**config.mk**
```make
export PLATFORM = sky130hd
export DESIGN_NAME = reset_source_combiner
export DESIGN_NICKNAME = d
export VERILOG_FILES = /design/src/rtl/rsc_pkg.sv /design/src/rtl/reset_source_combiner.sv /design/src/rtl/rsc_flag_bit.sv
export VERILOG_INCLUDE_DIRS = /design/src /design/src/rtl
export SDC_FILE = /design/constraint.sdc
export NUM_CORES = 1
export LEC_CHECK = 0
export BUFFER_PORTS_ARGS = -buffer_cell sky130_fd_sc_hd__buf_2
export CAP_MARGIN = 20
export CORE_MARGIN = 10
export CORE_UTILIZATION = 44
export DETAILED_ROUTE_END_ITERATION = 10
export GPL_TIMING_DRIVEN = 0
export HOLD_SLACK_MARGIN = 0.06
export PLACE_DENSITY = 0.78
export SYNTH_ARGS = -nofsm -noshare
export SYNTH_HDL_FRONTEND = slang
export SYNTH_SLANG_ARGS = --single-unit
```
**constraint.sdc**
```tcl
create_clock -name clk -period 1.2 [get_ports clk]
set_input_delay 0.12 -clock clk [delete_from_list [all_inputs] [get_ports clk]]
set_output_delay 0.12 -clock clk [all_outputs]
set_load 0.005 [all_outputs]
```
**src/rtl/rsc_cfg.svh**
```systemverilog
// Purpose: constants for the reset source combiner and cause register
// Assumes: 16-bit cause register at a single word address
// Notes:   bit positions, reset value and address map
`ifndef RSC_CFG_SVH
`define RSC_CFG_SVH

`define RSC_ADDR_W        4
`define RSC_ADDR_CAUSE    4'h0
`define RSC_ADDR_STATUS   4'h1
`define RSC_BIT_TRAP      15
`define RSC_BIT_BADOP     14
`define RSC_BIT_CFGMIS    9
`define RSC_BIT_PMSLEEP   8
`define RSC_BIT_EXTPIN    7
`define RSC_BIT_SOFT      6
`define RSC_BIT_WDTEN     5
`define RSC_BIT_WATCHDOG_TIMEOUT_FLAG      4
`define RSC_BIT_SLEEP     3
`define RSC_BIT_IDLE      2
`define RSC_BIT_BROWN     1
`define RSC_BIT_POWERON   0
`define RSC_IMPL_MASK     16'hC3FF
`define RSC_POR_VALUE     16'h0003
`define RSC_ZERO16        16'h0000
`define RSC_NSRC          9

`endif

```
**src/rtl/rsc_pkg.sv**
```systemverilog
// Purpose: types for the reset source combiner
// Assumes: sources are indexed in a fixed order
// Notes:   source index order matches the srcActive vector
package rsc_pkg;
	typedef enum logic [3:0] {
		RSC_SRC_POWERON = 4'h0,
		RSC_SRC_BROWN   = 4'h1,
		RSC_SRC_EXTPIN  = 4'h2,
		RSC_SRC_SOFT    = 4'h3,
		RSC_SRC_WATCHDOG_TIMEOUT_FLAG    = 4'h4,
		RSC_SRC_CFGMIS  = 4'h5,
		RSC_SRC_TRAP    = 4'h6,
		RSC_SRC_BADOP   = 4'h7,
		RSC_SRC_UNINIT  = 4'h8
	} rsc_src_type;
endpackage : rsc_pkg

```
**src/rtl/reset_source_combiner.sv**
```systemverilog
// Purpose: combine reset sources into the master reset and log causes
// Assumes: clk keeps running while sources are active; rst_n is power-on
// Notes:   por input asserts the power-on source synchronously
//          master reset is registered, so it trails its source by one edge
//          a short source pulse still gives a full cycle of master reset
//          hardware events beat a software write landing in the same cycle
//          power-on overrides every write for as long as it is held
//          sleep or idle entry retires an old timeout flag
//          a timeout in that same cycle keeps its flag
//          status word at the second address mirrors the master reset line
//          unimplemented bits are absent, so they can never hold a one
//          bits eight and five also drive outputs; none of the flags feeds the reset line
//          flags clear to zero while rst_n is low; hold power-on to set bits one and zero
// Function
// any active source asserts master reset
// undefined-state registers keep value except power-on
// each reset kind sets its own flag
// power-on clears all but bits one, zero
// software writes bits; writing never resets
// software should clear flags after reading
// bit 15 flags trap conflict reset
// bit 14 flags bad opcode or pointer
// bits 13 to 10 read zero
// bit 9 flags configuration mismatch reset
// bit 8 keeps progmem bias in sleep
// bit 7 flags external pin reset
// bit 6 flags reset instruction
// bit 5 watchdog enable, config forces on
// bit 4 flags watchdog timeout
// bit 3 shows device was asleep
// bit 2 shows device was idle
// bit 1 set by brown-out and power-on
// bit 0 set by power-on
// flags captured during reset, kept otherwise
//
// Added by the designer: the register addresses and the strobed register port.
`timescale 1ns/1ps
`include "rsc_cfg.svh"
module reset_source_combiner
	import rsc_pkg::*;
(
	// clock and power-domain reset
	input  wire logic                   clk,
	input  wire logic                   rst_n,

	// reset sources, active high except the pin
	input  wire logic                   powerOnReset,
	input  wire logic                   brownoutReset,
	input  wire logic                   externalClearPin_n,
	input  wire logic                   softResetReq,
	input  wire logic                   watchdogTimeout,
	input  wire logic                   configMismatch,
	input  wire logic                   trapConflict,
	input  wire logic                   illegalOpcode,
	input  wire logic                   uninitPointerReset,

	// power-save entry and watchdog configuration
	input  wire logic                   enterSleep,
	input  wire logic                   enterIdle,
	input  wire logic                   watchdogConfigEnable,

	// register port
	input  wire logic [`RSC_ADDR_W-1:0] regAddr,
	input  wire logic [15:0]            regWriteData,
	input  wire logic                   regWrite,
	input  wire logic                   regRead,

	// results
	output logic      [15:0]            regReadData,
	output logic                        masterSystemReset,
	output logic                        watchdogEnable,
	output logic                        progmemSleepPower
);
	logic [`RSC_NSRC-1:0] srcActive;
	logic [15:0]          causeReg;
	logic [15:0]          hwSet;
	logic [15:0]          hwClear;
	logic                 porActive;
	logic                 swWrite;
	logic [15:0]          next_readData;
	logic                 anySource;
	logic                 extPinActive;
	logic                 badOpActive;
	logic [15:0]          faultSet;
	logic [15:0]          causeSet;
	logic [15:0]          saveSet;
	logic [15:0]          saveClear;
	logic [15:0]          writeEnable;
	logic [15:0]          causeRead;
	logic [15:0]          statusWord;
	logic                 selCause;
	logic                 selStatus;

	// fixed masks as typed constants so bit selects stay one bit wide
	localparam logic [15:0] IMPL_MASK = `RSC_IMPL_MASK;
	localparam logic [15:0] POR_VALUE = `RSC_POR_VALUE;

	// reset sequencer states, binary coded
	typedef enum logic [1:0] {
		RSC_ST_POWERUP = 2'b00,
		RSC_ST_RUN     = 2'b01,
		RSC_ST_HOLD    = 2'b10
	} rsc_rst_state_type;

	rsc_rst_state_type    resetState;
	rsc_rst_state_type    next_resetState;

	// pin is active low; fold to active high once here
	assign extPinActive = !externalClearPin_n;
	// any of the decoder faults
	assign badOpActive  = illegalOpcode || uninitPointerReset;

	// source vector in package index order
	always_comb begin
		srcActive                  = '0;
		srcActive[RSC_SRC_POWERON] = powerOnReset;
		srcActive[RSC_SRC_BROWN]   = brownoutReset;
		srcActive[RSC_SRC_EXTPIN]  = extPinActive;
		srcActive[RSC_SRC_SOFT]    = softResetReq;
		srcActive[RSC_SRC_WATCHDOG_TIMEOUT_FLAG]    = watchdogTimeout;
		srcActive[RSC_SRC_CFGMIS]  = configMismatch;
		srcActive[RSC_SRC_TRAP]    = trapConflict;
		srcActive[RSC_SRC_BADOP]   = illegalOpcode;
		srcActive[RSC_SRC_UNINIT]  = uninitPointerReset;
	end

	// any active source counts
	assign anySource = |srcActive;

	// sequencer holds while a source stands
	// no release stretch: line drops one edge after the last source
	always_comb begin
		next_resetState = resetState;
		case (resetState)
			RSC_ST_POWERUP: begin
				if (anySource) begin
					next_resetState = RSC_ST_HOLD;
				end else begin
					next_resetState = RSC_ST_RUN;
				end
			end
			RSC_ST_RUN: begin
				if (anySource) begin
					next_resetState = RSC_ST_HOLD;
				end
			end
			RSC_ST_HOLD: begin
				if (!anySource) begin
					next_resetState = RSC_ST_RUN;
				end
			end
			default: begin
				next_resetState = RSC_ST_HOLD;
			end
		endcase
	end

	// sequencer state; power-up is left on the first edge
	always_ff @(posedge clk or negedge rst_n) begin
		if (!rst_n) begin
			resetState <= RSC_ST_POWERUP;
		end else begin
			resetState <= next_resetState;
		end
	end

	// combined master reset
	// registered so the reset line never glitches
	always_ff @(posedge clk or negedge rst_n) begin
		if (!rst_n) begin
			masterSystemReset <= 1'b1;
		end else begin
			masterSystemReset <= (next_resetState == RSC_ST_HOLD);
		end
	end

	// power-on source drives the override path
	assign porActive = powerOnReset;
	// a software write only stores; no path feeds srcActive
	assign swWrite   = regWrite && selCause;
	// per-bit write enable; unimplemented bits never take a write
	assign writeEnable = swWrite ? IMPL_MASK : `RSC_ZERO16;

	// R20: fault causes set their own flag while active
	// level sources simply set again each cycle they stand
	always_comb begin
		faultSet = `RSC_ZERO16;
		// trap conflict
		faultSet[`RSC_BIT_TRAP]   = trapConflict;
		// opcode or uninit pointer
		faultSet[`RSC_BIT_BADOP]  = badOpActive;
		// configuration mismatch
		faultSet[`RSC_BIT_CFGMIS] = configMismatch;
	end

	// R20: pin, instruction, timer and supply causes
	// both uninit and opcode faults share one flag by design
	always_comb begin
		causeSet = faultSet;
		// external pin held low
		causeSet[`RSC_BIT_EXTPIN] = extPinActive;
		// reset instruction
		causeSet[`RSC_BIT_SOFT]   = softResetReq;
		// watchdog timeout
		causeSet[`RSC_BIT_WATCHDOG_TIMEOUT_FLAG]   = watchdogTimeout;
		// brown-out
		causeSet[`RSC_BIT_BROWN]  = brownoutReset;
	end

	// power-save entry marks and timeout clear
	always_comb begin
		saveSet   = `RSC_ZERO16;
		saveClear = `RSC_ZERO16;
		// sleep entry
		saveSet[`RSC_BIT_SLEEP]  = enterSleep;
		// idle entry
		saveSet[`RSC_BIT_IDLE]   = enterIdle;
		// a new timeout in the same cycle wins over this clear
		saveClear[`RSC_BIT_WATCHDOG_TIMEOUT_FLAG] = enterSleep || enterIdle;
	end

	// merge; power-on overrides everything else
	// clear loads the power-on value, so one path serves both
	always_comb begin
		hwSet   = causeSet | saveSet;
		hwClear = saveClear;
		// R19: power-on sets bits one and zero
		hwSet[`RSC_BIT_BROWN]   = hwSet[`RSC_BIT_BROWN] || porActive;
		hwSet[`RSC_BIT_POWERON] = porActive;
		// power-on clears every flag outside bits one and zero
		if (porActive) begin
			hwSet   = POR_VALUE;
			hwClear = ~POR_VALUE;
		end
	end

	// R20: flags only change on events, writes or power-on
	// unimplemented bits are never instantiated
	// a flag is one bit cell; set outranks clear, clear outranks write
	// so a cause arriving during a software clear is not lost
	genvar i;
	generate
		for (i = 0; i < 16; i++) begin : gen_flag
			if (IMPL_MASK[i]) begin : gen_impl
				logic flagOut;
				rsc_flag_bit u_bit (
					.clk      (clk),
					.rst_n    (rst_n),
					.porValue (POR_VALUE[i]),
					.hwSet    (hwSet[i]),
					.hwClear  (hwClear[i]),
					.swWrite  (writeEnable[i]),
					.swData   (regWriteData[i]),
					.flag     (flagOut)
				);
				assign causeReg[i] = flagOut;
			end else begin : gen_unimpl
				assign causeReg[i] = 1'b0;
			end
		end
	endgenerate

	// program memory bias kept in sleep when set
	// follows the stored bit; the sleep controller samples it
	always_comb begin
		progmemSleepPower = causeReg[`RSC_BIT_PMSLEEP];
	end

	// config bit at one forces the watchdog on
	// software cannot switch off a watchdog fixed on by configuration
	always_comb begin
		watchdogEnable = watchdogConfigEnable || causeReg[`RSC_BIT_WDTEN];
	end

	// address decode for the two words
	assign selCause  = (regAddr == `RSC_ADDR_CAUSE);
	assign selStatus = (regAddr == `RSC_ADDR_STATUS);
	// status word: live master reset in bit zero
	assign statusWord = {15'h0000, masterSystemReset};
	// unimplemented bits masked again on the read side
	assign causeRead = causeReg & IMPL_MASK;

	// read mux, unmapped addresses answer zero
	always_comb begin
		if (selCause) begin
			next_readData = causeRead;
		end else if (selStatus) begin
			next_readData = statusWord;
		end else begin
			next_readData = `RSC_ZERO16;
		end
	end

	// read data valid the cycle after the strobe only
	// cleared between reads so a stale word never looks like data
	always_ff @(posedge clk or negedge rst_n) begin
		if (!rst_n) begin
			regReadData <= `RSC_ZERO16;
		end else if (regRead) begin
			regReadData <= next_readData;
		end else begin
			regReadData <= `RSC_ZERO16;
		end
	end
endmodule : reset_source_combiner

```
**src/rtl/rsc_flag_bit.sv**
```systemverilog
// Purpose: one sticky cause flag with software write
// Assumes: hardware set and software write arrive synchronous to clk
// Notes:   hardware set wins over a software write in the same cycle;
//          a hardware clear loads the bit's power-on value
`timescale 1ns/1ps
module rsc_flag_bit
	import rsc_pkg::*;
(
	input  wire logic clk,
	input  wire logic rst_n,
	input  wire logic porValue,
	input  wire logic hwSet,
	input  wire logic hwClear,
	input  wire logic swWrite,
	input  wire logic swData,
	output logic      flag
);
	// set beats clear so an event in the clearing cycle is not lost
	always_ff @(posedge clk or negedge rst_n) begin
		if (!rst_n) begin
			flag <= 1'b0;
		end else if (hwSet) begin
			flag <= 1'b1;
		end else if (hwClear) begin
			flag <= porValue;
		end else if (swWrite) begin
			flag <= swData;
		end
	end
endmodule : rsc_flag_bit

```
* Word level (Yosys, flattened, before mapping) *
Cells that the tools add are included.

storage, ports and cells
  memories = 0
  register bits = 31
  ROM bits = 0
  latch bits = 0
  bits in writable memories = 0
  input port bits = 36
  word-level logic and storage cells = 87

cells by class
  mux-type cells = 46
  multipliers = 0
  add/sub/neg operators = 0
  magnitude comparators = 0
  div/mod/pow operators = 0
  bitwise gates (word level) = 1
  shift-type cells = 0
  equality and inequality tests = 4
  reduce and logical (&&, ||, !) cells = 21

operator list
  cell                                                             count
  16-bit two-way mux                                               5
  1-bit two-way mux                                                37
  3-bit nonzero test                                               12
  16-bit by 4-bit bitwise OR with 16-bit output                    1
  9-bit OR reduction                                               1
  2-bit two-way mux                                                3
  2-bit case mux with 3 select lines                               1
  2-bit == test, second input constant                             2
  4-bit by 1-bit == test with 1-bit output, second input constant  1
  4-bit zero test                                                  1
  1-bit logical OR                                                 4
  2-bit by 1-bit == test with 1-bit output, second input constant  1
  2-bit zero test                                                  1
  1-bit logical AND                                                1
  1-bit zero test                                                  1

* Depth between registers and ports, before layout *
  word-level depth = 6
  depth in mapped cells = 4

* Modules after synthesis *
A second synthesis with hierarchy kept.

second synthesis, totals
  cells, all modules = 119
  area, all modules = 1265.0 sq um

modules (own cells, without submodules)
  module                 cells an instance  area an instance (sq um)  instances
  reset_source_combiner  59                 649.4                     1
  rsc_flag_bit           5                  51.3                      12

* Worst setup path after synthesis *
No wires, ideal clock.

  path type = input port to flip-flop
  start = in regAddr[1]
  end = reg gen_flag[4].gen_impl.u_bit.flag
  path slack = 0.097 ns
  arrival time = 0.960 ns
  required time = 1.057 ns
  cell stages on the path = 3
  path through = or4_4 > nor2_4 > o221ai_1

between the ends
  longest elaborated chain between the ends = 4

RTL lines
  what                                 RTL line                      RTL
  start: declaration                   reset_source_combiner.sv:63   input wire logic [`RSC_ADDR_W-1:0] regAddr,
  4-bit zero test (no source line)     --
  1-bit logical AND                    reset_source_combiner.sv:180  assign swWrite = regWrite && selCause;
  16-bit two-way mux (no source line)  --
  3-bit nonzero test (no source line)  --
  end signal: assignment               rsc_flag_bit.sv:25            flag <= porValue;
  end signal: assignment               rsc_flag_bit.sv:27            flag <= swData;
  end: declaration                     rsc_flag_bit.sv:16            output logic flag

No other way between the ends.
A chain may end at the register's enable or synchronous reset.

* Worst setup path in the final report *
  start = reg gen_flag[5].gen_impl.u_bit.flag
  end = out watchdogEnable

between the ends
  longest elaborated chain between the ends = 1

RTL lines
  what                      RTL line                      RTL
  start: declaration        rsc_flag_bit.sv:16
  start signal: assignment  rsc_flag_bit.sv:25
  start signal: assignment  rsc_flag_bit.sv:27
  1-bit logical OR          reset_source_combiner.sv:272  watchdogEnable = watchdogConfigEnable || causeReg[`RSC_BIT_WDTEN];
  end: declaration          reset_source_combiner.sv:71   output logic watchdogEnable,

No other way between the ends.

==> flow_metrics.tcl <==
set metrics [dict create \
    max_cap_viol_count 0 \
    drt-initial-drc-count 59 \
    area_growth_syn_to_layout_pct 38.81 \
    initial_core_util 0.4581 \
    yosys.cell_types.count 27 \
    share_of_cells_above_drive_strength_1 0.3916 \
    vias_per_cell 5.173 \
    clk_transition_reported_paths_ns 0.14 \
    timing_worst_setup_path_type "reg -> out" \
    layout.cells.non_filler 196 \
    num_antenna_cells 0 \
    design.die.area_um2 5011 \
    drtPass1Iterations 4 \
    layout_min_cycle_time_ns 1.188 \
    y_dimension_of_the_die_um 70.79 \
    place_inst 179 \
    place_congestion 0.8121 \
    ctsRootBufferMaster "sky130_fd_sc_hd__clkbuf_4" \
    globalRouteTotalUtil 0.1281 \
    status "finished, final reports clean" \
    grt_antenna_before_repair 0 \
    internal-power_mw 1.173 \
    remaining_drc_errors 0 \
    fin_area_um2 1575 \
    fin_skew_ns 0.004485 \
    transition_time_at_the_pin_with_the_least_slew_margin_ns 0.5887 \
    buffer_ports.inserted 46 \
    num_rows 18 \
    clock.fmax_mhz 841.6 \
    synth_area_per_cell_um2 11.35 \
    yosys_warnings 0 \
    unrepaired_setup_endpoints_after_global_routing "true" \
    antenna_violating_nets_post_route 0 \
    max_stage_delay_ns 0.40 \
    clockPowerShare 0.254 \
    hold_viol_final 0 \
    clock_path_buffers 2 \
    grt_remaining_overflow 0 \
    num_vias 1014 \
    final_core_utilization 0.6359 \
    routed_wirelength_mm 3.280 \
    worst_path_dominant_cell_family "flip-flops" \
    ioPinCount 55 \
    tritoncts "done" \
    startpoint_type "register" \
    relSlewSlack 0.6075 \
    critical_path_arrival_ns 1.07 \
    sequential_power_share 0.609 \
    critical_path.cell_chain "or2_4 -> buf_6" \
    design.final.nets 203 \
    min_period_over_period 0.9902 \
    coreArea_um2 2477 \
    slew_viol_final 0 \
    pwr-share-comb 0.138 \
    synth_cells 100 \
    timing.critical_path.buf_inv 1 \
    avgRoutedWirePerCell_um 16.73 \
    setup_viol 0 \
    clkLatencyLatePin_ns 0.33 \
    htree_levels 1 \
    cp_data_required_time_ns 1.08 \
    pwr_density_cell_nw_per_um2 986.5 \
    yosys_register_bits 27 \
    power.switching_mw 0.3813 \
    cp_slowest_cell "sky130_fd_sc_hd__dfrtp_1" \
    end_kind "output pin" \
    cts.sink_count 27 \
    worstPathMaxFanout 2 \
    design_power_total_mw 1.554 \
    cts_buffers 3 \
    grt_pass1_vias 1113 \
    peak_ir_drop_on_the_vdd_network_mv 0.7155 \
    dpl.hpwl_mm 2.421 \
    post_dp_cell_area_um2 1414 \
    standby_leakage_power_nw 0.7966 \
    hold_class "in -> reg" \
    dieWidth_um 70.79 \
    grt_max_degree 28 \
    switching_part_of_the_total 0.2454 \
    grt_pass1_wl_mm 5.313 \
    synth.cell_area_um2 1135 \
    synth.yosys.seq_area_share 0.5965 \
]
cells in the mapped netlist:
cell type                  number  area, µm²
sky130_fd_sc_hd__a211o_1        1      8.760
sky130_fd_sc_hd__a211oi_1      11      82.58
sky130_fd_sc_hd__a21boi_0       1      7.510
sky130_fd_sc_hd__a21oi_1        2      10.01
sky130_fd_sc_hd__a31oi_1        2      12.51
sky130_fd_sc_hd__and2_1        11      68.82
sky130_fd_sc_hd__buf_4          6      45.04
sky130_fd_sc_hd__clkbuf_1       2      7.510
sky130_fd_sc_hd__conb_1         1      3.750
sky130_fd_sc_hd__dfrtp_1       26      650.6
sky130_fd_sc_hd__dfstp_2        1      26.28
sky130_fd_sc_hd__inv_1          3      11.26
sky130_fd_sc_hd__mux2i_1        1      10.01
sky130_fd_sc_hd__nand2_1        1      3.750
sky130_fd_sc_hd__nand3_1        6      30.03
sky130_fd_sc_hd__nand4_1        3      18.77
sky130_fd_sc_hd__nor2_1         8      30.03
sky130_fd_sc_hd__nor2_2         1      6.260
sky130_fd_sc_hd__nor2_4         1      11.26
sky130_fd_sc_hd__nor3_1         1      5.000
sky130_fd_sc_hd__nor3b_1        1      7.510
sky130_fd_sc_hd__nor4_2         1      12.51
sky130_fd_sc_hd__o21ai_1        5      25.02
sky130_fd_sc_hd__o221ai_1       1      8.760
sky130_fd_sc_hd__or2_2          1      6.260
sky130_fd_sc_hd__or4_4          1      11.26
sky130_fd_sc_hd__or4b_4         1      13.76
repair_timing:
item | CTS | global route
setup buffers | 1 | 1
hold buffers | 11 | 0
resized for setup | 1 | 3
endpoints found under the setup margin | 1 | 2
endpoints found under the hold margin | 33 | 0
metrics by stage:
step	hold WS (ns)	setup TNS, ns	setup slack, ns
floorplan	-0.1756	0	0.09707
global placement	0.1481	-0.8410	-0.1240
detailed placement	0.1556	-1.174	-0.1376
CTS	0.06403	0	0.003975
global route	0.06413	-0.02091	-0.02091
finish	0.06200	0	0.01180
area by class of cell:
type | instances | area, µm²
Clock buffer | 4 | 26.28
Sequential cell | 27 | 676.9
Tap cell | 30 | 37.54
Multi-Input combinational cell | 65 | 407.9
Timing Repair Buffer | 59 | 361.6
Inverter | 3 | 11.26
Fill cell | 198 | 902.1
Buffer | 8 | 53.80
path summary, 6_finish.rpt:
path	from	endpoint	slack, ns	depth (start not counted)
worst max register to register	resetState[0]	resetState[1]	0.21	2
worst min register to register	gen_flag[1].gen_impl.u_bit.flag	regReadData[1]	0.50	1
max in group asynchronous	rst_n	gen_flag[2].gen_impl.u_bit.flag	0.51	2
worst max-delay path	gen_flag[5].gen_impl.u_bit.flag	watchdogEnable	0.01	2
worst min-delay path	watchdogTimeout	masterSystemReset	0.06	3
min in group asynchronous	rst_n	regReadData[0]	0.31	2
layer usage:
layer  track usage  share of wire  up-vias
met5             0              0        -
met4       0.04516          0.016        0
met3       0.03905          0.081        6
met2        0.2423           0.55       42
met1        0.1279           0.35      487
li1              -              -      479
layout by cell type (no fill, tap or decap), types with 2 or more instances in the layout:
cell                            count
sky130_fd_sc_hd__inv_1              3
sky130_fd_sc_hd__and2_1            11
sky130_fd_sc_hd__conb_1             4
sky130_fd_sc_hd__nand4_1            3
sky130_fd_sc_hd__buf_2             45
sky130_fd_sc_hd__nand3_1            6
sky130_fd_sc_hd__nor2_1             8
sky130_fd_sc_hd__a211oi_1          11
sky130_fd_sc_hd__clkbuf_4           3
sky130_fd_sc_hd__o21ai_1            5
sky130_fd_sc_hd__buf_4              8
sky130_fd_sc_hd__a31oi_1            2
sky130_fd_sc_hd__dlygate4sd3_1     11
sky130_fd_sc_hd__clkbuf_1           2
sky130_fd_sc_hd__dfrtp_1           26
sky130_fd_sc_hd__a21oi_1            2
power by group through the flow:
stage                     clock network [mW]  logic [mW]  registers, mW
after floorplan                            0      0.0753          0.960
after global placement                     0       0.173          0.961
after detailed placement                   0       0.178          0.963
after CTS                              0.402       0.208          0.946
after global routing                   0.434       0.237          0.949
final                                  0.394       0.214          0.946
worst min-delay path: stages:
cell	delay (ns)
sky130_fd_sc_hd__buf_2	0.09
sky130_fd_sc_hd__nor3b_1	0.06
sky130_fd_sc_hd__nand4_1	0.09
flip-flops by register name, indices dropped and copies added, names as in the netlist:
register / count
regReadData: 12
resetState: 2
gen_flag.gen_impl.u_bit.flag: 12
masterSystemReset: 1
logic make-up (layout without fill, tap and decap cells):
logic type / count (synthesis) / after routing / share of synthesized area
AO/OA/AOI/OAI: 23 / 23 / 0.1367
other: 1 / 4 / 0.003304
multiplexers: 1 / 1 / 0.008821
buffers and inverters: 11 / 74 / 0.05623
AND/OR/NAND/NOR: 37 / 37 / 0.1985
flip-flops: 27 / 27 / 0.5965
No activity file was read; power rests on OpenSTA's default activity.
